File: config.mk
export PLATFORM = sky130hd
export DESIGN_NAME = detector_restart_state_logic
export DESIGN_NICKNAME = d
export VERILOG_FILES = /design/src/design/restart_pkg.sv /design/src/design/delay_timer.sv /design/src/design/detector_restart_state_logic.sv
export SDC_FILE = /design/constraint.sdc
export NUM_CORES = 1
export LEC_CHECK = 0
export BUFFER_PORTS_ARGS = -buffer_cell sky130_fd_sc_hd__buf_2
export CORE_ASPECT_RATIO = 0.6
export CORE_MARGIN = 3
export CORE_UTILIZATION = 55
export CTS_BUF_LIST = sky130_fd_sc_hd__clkbuf_4 sky130_fd_sc_hd__clkbuf_8
export DETAILED_ROUTE_END_ITERATION = 8
export PLACE_DENSITY = 0.83
export SETUP_SLACK_MARGIN = 0.15
export SLEW_MARGIN = 20
export SYNTH_ARGS = -nofsm -noshare
export SYNTH_HDL_FRONTEND = slang
export SYNTH_HIERARCHICAL = 1
export SYNTH_SLANG_ARGS = --single-unit
export TNS_END_PERCENT = 5
File: constraint.sdc
create_clock -name pclk -period 2.8 [get_ports pclk]
set_input_delay 0.28 -clock pclk [delete_from_list [all_inputs] [get_ports pclk]]
set_output_delay 0.28 -clock pclk [all_outputs]
set_load 0.01 [all_outputs]
File: src/design/restart_pkg.sv
package restart_pkg;

    // Register byte addresses on the APB bus.
    localparam logic [7:0] CTRL_OFFSET = 8'h00;
    localparam logic [7:0] DELAY_OFFSET = 8'h04;
    localparam logic [7:0] STATUS_OFFSET = 8'h08;
    localparam logic [7:0] IRQ_STAT_OFFSET = 8'h0C;
    localparam logic [7:0] IRQ_EN_OFFSET = 8'h10;
    localparam logic [7:0] IRQ_CLR_OFFSET = 8'h14;

    // Control register field positions.
    localparam int CTRL_RET_LSB = 0;
    localparam int CTRL_COUPLED_BIT = 2;
    localparam int CTRL_BRIGHT_DEP_BIT = 3;
    localparam int CTRL_APP_LSB = 4;

    // Status register field positions.
    localparam int STAT_MOTION_BIT = 0;
    localparam int STAT_PRESENCE_BIT = 1;
    localparam int STAT_INDEP_BIT = 2;
    localparam int STAT_DISABLED_BIT = 3;
    localparam int STAT_RAISED_BIT = 4;
    localparam int STAT_RUNNING_BIT = 5;
    localparam int STAT_SAVED_BIT = 6;

    // Interrupt status bit positions.
    localparam int IRQ_WIDTH = 4;
    localparam int IRQ_START_BIT = 0;
    localparam int IRQ_END_BIT = 1;
    localparam int IRQ_RESTORE_BIT = 2;
    localparam int IRQ_DOWNLOAD_BIT = 3;

    // Values after reset.
    localparam logic [1:0] RET_RESET = 2'h0;
    localparam logic [1:0] APP_RESET = 2'h0;
    localparam logic [15:0] DELAY_RESET = 16'h003C;
    localparam logic [3:0] IRQ_EN_RESET = 4'h0;

    // Delay tick timing: one delay unit is one tick.
    localparam int CLK_PERIOD_PS = 4000;
    localparam int TICK_TIME_US = 1000;
    localparam int TICK_CYCLES = (TICK_TIME_US * 1000 * 1000) / CLK_PERIOD_PS;

    // Behaviour selected for the return of bus voltage.
    typedef enum logic [1:0] {
        RET_NONE = 2'b00,
        RET_DETECT = 2'b01,
        RET_RESTORE = 2'b10,
        RET_DISABLE = 2'b11
    } return_opt_type;

    // Application type of the function block.
    typedef enum logic [1:0] {
        APP_SINGLE = 2'b00,
        APP_MAIN = 2'b01,
        APP_EXT = 2'b10,
        APP_SPARE = 2'b11
    } app_type_type;

    // Motion state of the function block.
    typedef enum logic {
        MODE_BASIC = 1'b0,
        MODE_DETECT = 1'b1
    } mode_type;

endpackage : restart_pkg

File: src/design/delay_timer.sv
`timescale 1ns/1ps
`default_nettype none

module delay_timer #(
    parameter int TICK_CYCLES = restart_pkg::TICK_CYCLES,
    parameter int WIDTH = 16
) (
    input wire logic pclk,
    input wire logic presetn,
    input wire logic start,
    input wire logic stop,
    input wire logic [WIDTH-1:0] delay,
    output logic running
);

    localparam int DW = $clog2(TICK_CYCLES + 1);
    localparam logic [DW-1:0] DIV_LAST = DW'(TICK_CYCLES - 1);

    typedef struct packed {
        logic [DW-1:0] div;
        logic [WIDTH-1:0] count;
        logic running;
    } timer_state_type;

    timer_state_type t_reg;
    timer_state_type t_next;
    logic tick;

    // Prescaler gives a one-cycle tick; start loads the count, a zero delay counts as one.
    always_comb begin
        t_next = t_reg;
        tick = (t_reg.div == DIV_LAST);
        t_next.div = tick ? '0 : t_reg.div + 1'b1;
        if (stop) begin
            t_next.running = 1'b0;
        end else if (start) begin
            t_next.running = 1'b1;
            t_next.div = '0;
            t_next.count = (delay == '0) ? WIDTH'(1) : delay;
        end else if (t_reg.running && tick) begin
            t_next.count = t_reg.count - 1'b1;
            if (t_reg.count == WIDTH'(1)) begin
                t_next.running = 1'b0;
            end
        end
    end

    // State register.
    always_ff @(posedge pclk or negedge presetn) begin
        if (!presetn) begin
            t_reg <= '0;
        end else begin
            t_reg <= t_next;
        end
    end

    assign running = t_reg.running;

endmodule : delay_timer

`default_nettype wire

File: src/design/detector_restart_state_logic.sv
// Implementation choices: the address map and register access over APB.
`timescale 1ns/1ps
`default_nettype none

module detector_restart_state_logic #(
    parameter int TICK_CYCLES = restart_pkg::TICK_CYCLES,
    parameter int DELAY_WIDTH = 16,
    parameter bit FIRST_FUNCTION_BLOCK = 1'b1
) (
    input wire logic pclk,
    input wire logic presetn,
    input wire logic psel,
    input wire logic penable,
    input wire logic pwrite,
    input wire logic [7:0] paddr,
    input wire logic [31:0] pwdata,
    output logic pready,
    output logic [31:0] prdata,
    output logic pslverr,
    input wire logic bus_ok,
    input wire logic download_done,
    input wire logic block_active,
    input wire logic motion,
    input wire logic below_twilight,
    input wire logic light_sufficient,
    input wire logic lock_req,
    output logic motion_state,
    output logic presence,
    output logic independent_mode,
    output logic disabled,
    output logic start_tel,
    output logic end_tel,
    output logic light_up,
    output logic light_down,
    output logic irq
);

    typedef struct packed {
        restart_pkg::mode_type mode;
        logic presence;
        logic independent;
        logic disabled;
        logic raised;
        logic start_tel;
        logic end_tel;
        logic light_up;
        logic light_down;
        logic timer_start;
        logic timer_stop;
        logic bus_ok_d;
        restart_pkg::mode_type s_mode;
        logic s_presence;
        logic s_independent;
        logic s_disabled;
        logic s_raised;
        logic s_valid;
        restart_pkg::return_opt_type ret_opt;
        logic coupled;
        logic bright_dep;
        restart_pkg::app_type_type app;
        logic [DELAY_WIDTH-1:0] delay;
        logic [restart_pkg::IRQ_WIDTH-1:0] irq_stat;
        logic [restart_pkg::IRQ_WIDTH-1:0] irq_en;
        logic irq;
        logic pready;
        logic pslverr;
        logic [31:0] prdata;
    } state_type;

    state_type r_reg;
    state_type r_next;
    logic timer_running;
    logic app_ok;
    logic coupled_eff;
    logic bus_return;
    logic download_hit;
    logic eligible;
    logic do_detect;
    logic do_restore;
    logic do_none;
    logic run;
    logic go_detect;
    logic go_end;
    logic go_basic;
    logic apb_setup;
    logic apb_commit;
    logic [restart_pkg::IRQ_WIDTH-1:0] events;
    logic [restart_pkg::IRQ_WIDTH-1:0] clr_mask;

    // Detection hold delay with its own tick prescaler; its expiry ends the detection.
    delay_timer #(
        .TICK_CYCLES(TICK_CYCLES),
        .WIDTH(DELAY_WIDTH)
    ) delay_timer_i (
        .pclk(pclk),
        .presetn(presetn),
        .start(r_reg.timer_start),
        .stop(r_reg.timer_stop),
        .delay(r_reg.delay),
        .running(timer_running)
    );

    // Decode which restart action applies in this cycle.
    always_comb begin
        app_ok = (r_reg.app == restart_pkg::APP_SINGLE) || (r_reg.app == restart_pkg::APP_MAIN);
        coupled_eff = FIRST_FUNCTION_BLOCK && r_reg.coupled && app_ok;
        bus_return = bus_ok && !r_reg.bus_ok_d;
        download_hit = download_done && bus_ok && app_ok;
        eligible = bus_return && block_active && !download_done && app_ok;
        do_detect = eligible && (r_reg.ret_opt == restart_pkg::RET_DETECT);
        do_restore = eligible && (r_reg.ret_opt == restart_pkg::RET_RESTORE);
        do_none = eligible && !do_detect && !do_restore;
        run = bus_ok && block_active && !bus_return && !download_hit;
    end

    // Main next-state logic: restart behaviour, detection, light control, registers.
    always_comb begin
        r_next = r_reg;
        r_next.start_tel = 1'b0;
        r_next.end_tel = 1'b0;
        r_next.light_up = 1'b0;
        r_next.light_down = 1'b0;
        r_next.timer_start = 1'b0;
        r_next.timer_stop = 1'b0;
        r_next.bus_ok_d = bus_ok;
        events = '0;
        go_detect = 1'b0;
        go_end = 1'b0;
        go_basic = 1'b0;
        clr_mask = '0;

        // The copy follows the live state only while the bus is up, so it holds the pre-loss state.
        if (bus_ok && !bus_return) begin
            r_next.s_mode = r_reg.mode;
            r_next.s_presence = r_reg.presence;
            r_next.s_independent = r_reg.independent;
            r_next.s_disabled = r_reg.disabled;
            r_next.s_raised = r_reg.raised;
            r_next.s_valid = 1'b1;
        end

        // Download wins over a bus return in the same cycle.
        if (download_hit) begin
            go_basic = 1'b1;
            events[restart_pkg::IRQ_DOWNLOAD_BIT] = 1'b1;
        end else if (do_detect) begin
            go_detect = 1'b1;
        end else if (do_restore) begin
            r_next.mode = r_reg.s_mode;
            r_next.presence = r_reg.s_presence;
            r_next.independent = r_reg.s_independent;
            r_next.disabled = r_reg.s_disabled;
            r_next.raised = r_reg.s_raised;
            r_next.timer_start = (r_reg.s_mode == restart_pkg::MODE_DETECT);
            r_next.timer_stop = (r_reg.s_mode != restart_pkg::MODE_DETECT);
            events[restart_pkg::IRQ_RESTORE_BIT] = 1'b1;
        end else if (do_none) begin
            go_basic = 1'b1;
        end else if (run) begin
            r_next.disabled = lock_req;
            if (lock_req) begin
                if (r_reg.mode == restart_pkg::MODE_DETECT) begin
                    go_end = 1'b1;
                end
            end else if (motion && (r_reg.mode == restart_pkg::MODE_DETECT)) begin
                r_next.timer_start = 1'b1;
            end else if (motion && (r_reg.independent || below_twilight)) begin
                go_detect = 1'b1;
            end else if ((r_reg.mode == restart_pkg::MODE_DETECT) && !timer_running
                && !r_reg.timer_start) begin
                go_end = 1'b1;
            end
        end

        // Entry into an active detection.
        if (go_detect) begin
            r_next.mode = restart_pkg::MODE_DETECT;
            r_next.timer_start = 1'b1;
            r_next.disabled = 1'b0;
            events[restart_pkg::IRQ_START_BIT] = 1'b1;
            if (coupled_eff) begin
                r_next.presence = 1'b1;
                if (!light_sufficient && !r_reg.raised) begin
                    r_next.light_up = 1'b1;
                    r_next.raised = 1'b1;
                end
            end else begin
                r_next.start_tel = 1'b1;
                r_next.independent = r_reg.bright_dep ? below_twilight : 1'b1;
            end
        end

        // End of detection: autonomous blocks send the end telegram, coupled ones lower light they raised.
        if (go_end) begin
            r_next.mode = restart_pkg::MODE_BASIC;
            r_next.timer_stop = 1'b1;
            events[restart_pkg::IRQ_END_BIT] = 1'b1;
            if (coupled_eff) begin
                r_next.presence = 1'b0;
                r_next.light_down = r_reg.raised;
                r_next.raised = 1'b0;
            end else begin
                r_next.end_tel = 1'b1;
            end
        end

        // Basic state without any telegram.
        if (go_basic) begin
            r_next.mode = restart_pkg::MODE_BASIC;
            r_next.presence = 1'b0;
            r_next.disabled = 1'b0;
            r_next.raised = 1'b0;
            r_next.timer_stop = 1'b1;
        end

        // APB: setup answers one cycle later; the access completes at the pready edge.
        apb_setup = psel && penable && !r_reg.pready;
        apb_commit = psel && penable && r_reg.pready;
        r_next.pready = apb_setup;
        if (apb_setup) begin
            r_next.pslverr = 1'b0;
            r_next.prdata = '0;
            unique case (paddr)
                restart_pkg::CTRL_OFFSET: begin
                    r_next.prdata[restart_pkg::CTRL_RET_LSB +: 2] = r_reg.ret_opt;
                    r_next.prdata[restart_pkg::CTRL_COUPLED_BIT] = r_reg.coupled;
                    r_next.prdata[restart_pkg::CTRL_BRIGHT_DEP_BIT] = r_reg.bright_dep;
                    r_next.prdata[restart_pkg::CTRL_APP_LSB +: 2] = r_reg.app;
                end
                restart_pkg::DELAY_OFFSET: begin
                    r_next.prdata[DELAY_WIDTH-1:0] = r_reg.delay;
                end
                restart_pkg::STATUS_OFFSET: begin
                    r_next.prdata[restart_pkg::STAT_MOTION_BIT] = r_reg.mode;
                    r_next.prdata[restart_pkg::STAT_PRESENCE_BIT] = r_reg.presence;
                    r_next.prdata[restart_pkg::STAT_INDEP_BIT] = r_reg.independent;
                    r_next.prdata[restart_pkg::STAT_DISABLED_BIT] = r_reg.disabled;
                    r_next.prdata[restart_pkg::STAT_RAISED_BIT] = r_reg.raised;
                    r_next.prdata[restart_pkg::STAT_RUNNING_BIT] = timer_running;
                    r_next.prdata[restart_pkg::STAT_SAVED_BIT] = r_reg.s_valid;
                end
                restart_pkg::IRQ_STAT_OFFSET: begin
                    r_next.prdata[restart_pkg::IRQ_WIDTH-1:0] = r_reg.irq_stat;
                end
                restart_pkg::IRQ_EN_OFFSET: begin
                    r_next.prdata[restart_pkg::IRQ_WIDTH-1:0] = r_reg.irq_en;
                end
                restart_pkg::IRQ_CLR_OFFSET: begin
                    r_next.prdata = '0;
                end
                default: begin
                    r_next.pslverr = 1'b1;
                end
            endcase
        end
        if (apb_commit && pwrite) begin
            unique case (paddr)
                restart_pkg::CTRL_OFFSET: begin
                    r_next.ret_opt = restart_pkg::return_opt_type'(pwdata[restart_pkg::CTRL_RET_LSB +: 2]);
                    r_next.coupled = pwdata[restart_pkg::CTRL_COUPLED_BIT];
                    r_next.bright_dep = pwdata[restart_pkg::CTRL_BRIGHT_DEP_BIT];
                    r_next.app = restart_pkg::app_type_type'(pwdata[restart_pkg::CTRL_APP_LSB +: 2]);
                end
                restart_pkg::DELAY_OFFSET: begin
                    r_next.delay = pwdata[DELAY_WIDTH-1:0];
                end
                restart_pkg::IRQ_EN_OFFSET: begin
                    r_next.irq_en = pwdata[restart_pkg::IRQ_WIDTH-1:0];
                end
                restart_pkg::IRQ_CLR_OFFSET: begin
                    clr_mask = pwdata[restart_pkg::IRQ_WIDTH-1:0];
                end
                default: begin
                    clr_mask = '0;
                end
            endcase
        end

        // Sticky events: a new event wins over a clear in the same cycle.
        r_next.irq_stat = (r_reg.irq_stat & ~clr_mask) | events;
        r_next.irq = |(r_next.irq_stat & r_next.irq_en);
    end

    // State register; the block comes up in the basic state.
    always_ff @(posedge pclk or negedge presetn) begin
        if (!presetn) begin
            r_reg <= '0;
            r_reg.ret_opt <= restart_pkg::return_opt_type'(restart_pkg::RET_RESET);
            r_reg.app <= restart_pkg::app_type_type'(restart_pkg::APP_RESET);
            r_reg.delay <= DELAY_WIDTH'(restart_pkg::DELAY_RESET);
            r_reg.irq_en <= restart_pkg::IRQ_EN_RESET;
            r_reg.independent <= 1'b1;
            r_reg.s_independent <= 1'b1;
        end else begin
            r_reg <= r_next;
        end
    end

    // Outputs come straight from the state register.
    assign pready = r_reg.pready;
    assign prdata = r_reg.prdata;
    assign pslverr = r_reg.pslverr;
    assign motion_state = r_reg.mode;
    assign presence = r_reg.presence;
    assign independent_mode = r_reg.independent;
    assign disabled = r_reg.disabled;
    assign start_tel = r_reg.start_tel;
    assign end_tel = r_reg.end_tel;
    assign light_up = r_reg.light_up;
    assign light_down = r_reg.light_down;
    assign irq = r_reg.irq;
endmodule : detector_restart_state_logic

`default_nettype wire

==> results_dict.tcl <==
set metrics [dict create \
    clock_latency_ns 0.37 \
    clk_path_buf_depth 2 \
    die-area_um2 10900 \
    nNetsFinal 597 \
    cts_tree "yes" \
    fp.dieW_um 132 \
    total_power_mw 3.27 \
    synth-edff-count 0 \
    ant_nets 0 \
    final_cells 677 \
    hpwl_um 8990 \
    n_antenna_cell 0 \
    required_ns 3.10 \
    grt_start_max_net_pins 51 \
    yosys_warnings 6 \
    wl_per_cell_um 17.8 \
    skew_ns 0.0163 \
    portBuffers 62 \
    htreeDepth 3 \
    drive_gt1_frac 0.254 \
    max_freq_ghz 0.436 \
    tightest_slew_ns 0.629 \
    tns_ns 0 \
    vias 4030 \
    vdd_ir_drop_max_v 0.000293 \
    cp-end-kind "register" \
    root_buffer "clkbuf_8" \
    ios 95 \
    clkTransAtPathRegs_ns 0.10 \
    slew_violations 0 \
    criticalPathCategory "reg -> reg" \
    cap_violations 0 \
    cts_sinks 102 \
    cp_max_fo 8 \
    routed_wl_um 12000 \
    grt_pass1_wl_um 19400 \
    synth-main-ff-cell "dfrtp_1" \
    cts_buffers 9 \
    status "complete, no violations" \
    synth_area_per_cell_um2 10.7 \
    gp_congestion 0.915 \
    cts_setup_buffers 0 \
    antenna_found_initial 0 \
    grt_pass1_vias 3796 \
    rsz0062_at_grt "false" \
    period_share 0.818 \
    netlist_instances 493 \
    power_per_cell_area_nw_per_um2 565 \
    core_area_um2 9260 \
    ys_seq_area_frac 0.485 \
    crit_arrival_ns 2.59 \
    slew_headroom 0.579 \
    largest_reg_flops 40 \
    async_reset_ff_frac 1.00 \
    first_pass_iters 5 \
    syn_area_um2 5280 \
    num_rows 27 \
    initial_utilization 0.570 \
    grt_usage 0.228 \
    syn_to_final_growth_pct 9.53 \
    whs_ns 0.0637 \
    hold_viol 0 \
    drtIter0Drc 398 \
    critPathLaunchType "register" \
    die_h_um 81.9 \
    gr-total-overflow 0 \
    ys_seq_elements 102 \
    hp-class "in -> reg" \
    dp.cells 660 \
    drc 0 \
    synth_cell_types 76 \
    setup_viol 0 \
    post_drt_via_cell_ratio 5.95 \
    power.leakage_nw 2.77 \
    period_minus_slack_ns 2.29 \
]
==> metrics by stage <==
stage               area (um2)  setup WS, ns   util
floorplan                 5340         0.774      -
global placement          5570         0.594  0.601
detailed placement        5570         0.519  0.601
CTS                       5780         0.530  0.625
global route              5780         0.308  0.625
finish                    5780         0.508  0.625
==> power by group <==
group,total [mW],switching [mW],internal [mW]
Clock,0.966,0.504,0.462
Sequential,1.75,0.146,1.60
Combinational,0.550,0.301,0.250
==> cell usage in the layout, fill, tap and decap left out, drive strengths merged, types with 9 or more instances in the layout <==
cell | Yosys | layout
inv | 15 | 16
mux2 | 28 | 28
conb | 1 | 16
xor2 | 13 | 13
nor2 | 37 | 37
buf | 38 | 70
nor3 | 9 | 9
clkbuf | 10 | 11
nand3 | 16 | 16
a22o | 10 | 10
nand2 | 38 | 38
dfrtp | 96 | 96
nor4 | 10 | 10
o21ai | 26 | 26
==> final cells by class <==
class,count,area (um2)
Clock buffer,11,151
Clock inverter,5,56.3
Fill cell,720,3470
Inverter,15,56.3
Multi-Input combinational cell,343,2400
Sequential cell,102,2560
Tap cell,130,163
Timing Repair Buffer,71,395
==> Yosys cell counts (all sizes together) (9+ instances only) <==
library cell,number,area share
a22o,10,0.017
buf,38,0.053
clkbuf,10,0.0073
dfrtp,96,0.45
inv,15,0.011
mux2,28,0.065
nand2,38,0.027
nand3,16,0.018
nor2,37,0.026
nor3,9,0.013
nor4,10,0.015
o21ai,26,0.025
xor2,13,0.022
==> path summary, 6_finish.rpt <==
path / startpoint / end / slack (ns) / cells past startpoint
setup / recovery: delay_timer_i/t_reg[17]$_DFF_PN0_ / delay_timer_i/t_reg[14]$_DFFE_PN0P_ / 0.51 / 6
hold / removal: bus_ok / r_reg[71]$_DFF_PN0_ / 0.06 / 1
setup reg to reg: delay_timer_i/t_reg[17]$_DFF_PN0_ / delay_timer_i/t_reg[14]$_DFFE_PN0P_ / 0.51 / 6
hold reg to reg: prdata[1]$_DFFE_PN0P_ / prdata[1]$_DFFE_PN0P_ / 0.48 / 2
max in group asynchronous: presetn / r_reg[68]$_DFFE_PN1P_ / 1.74 / 3
min in group asynchronous: presetn / prdata[10]$_DFFE_PN0P_ / 0.39 / 2
==> critical path, stage by stage (launching register included) <==
cell and delay [ns]:
dfrtp_1 0.40, ha_1 0.22, and3_1 0.22, and3_1 0.32
nand4_1 0.35, or3_2 0.53, a31oi_1 0.19
==> metal layers <==
| metal | GRT usage | wire, um | vias up |
|---|---|---|---|
| li1 | - | - | 1862 |
| met1 | 0.341 | 5650 | 1954 |
| met2 | 0.324 | 5050 | 202 |
| met3 | 0.0649 | 1200 | 12 |
| met4 | 0.0591 | 127 | 0 |
| met5 | 0 | 0 | - |
==> cells by family (layout without fill, tap and decap cells) <==
kind of cell | Yosys count | in the layout | synth area share
XOR/XNOR | 18 | 18 | 0.0299
buffers and inverters | 63 | 102 | 0.0711
AO/OA/AOI/OAI | 99 | 99 | 0.131
AND/OR/NAND/NOR | 169 | 169 | 0.181
flip-flops | 102 | 102 | 0.485
adder cells (fa/ha/maj) | 3 | 3 | 0.00711
other | 1 | 16 | 0.000710
multiplexers | 38 | 38 | 0.0938
==> what timing repair did <==
action,4_1_cts,5_1_grt
hold buffers,1,0
endpoints found under the hold margin,34,0
resized for setup,0,0
Power figures use the tool's default switching activity.
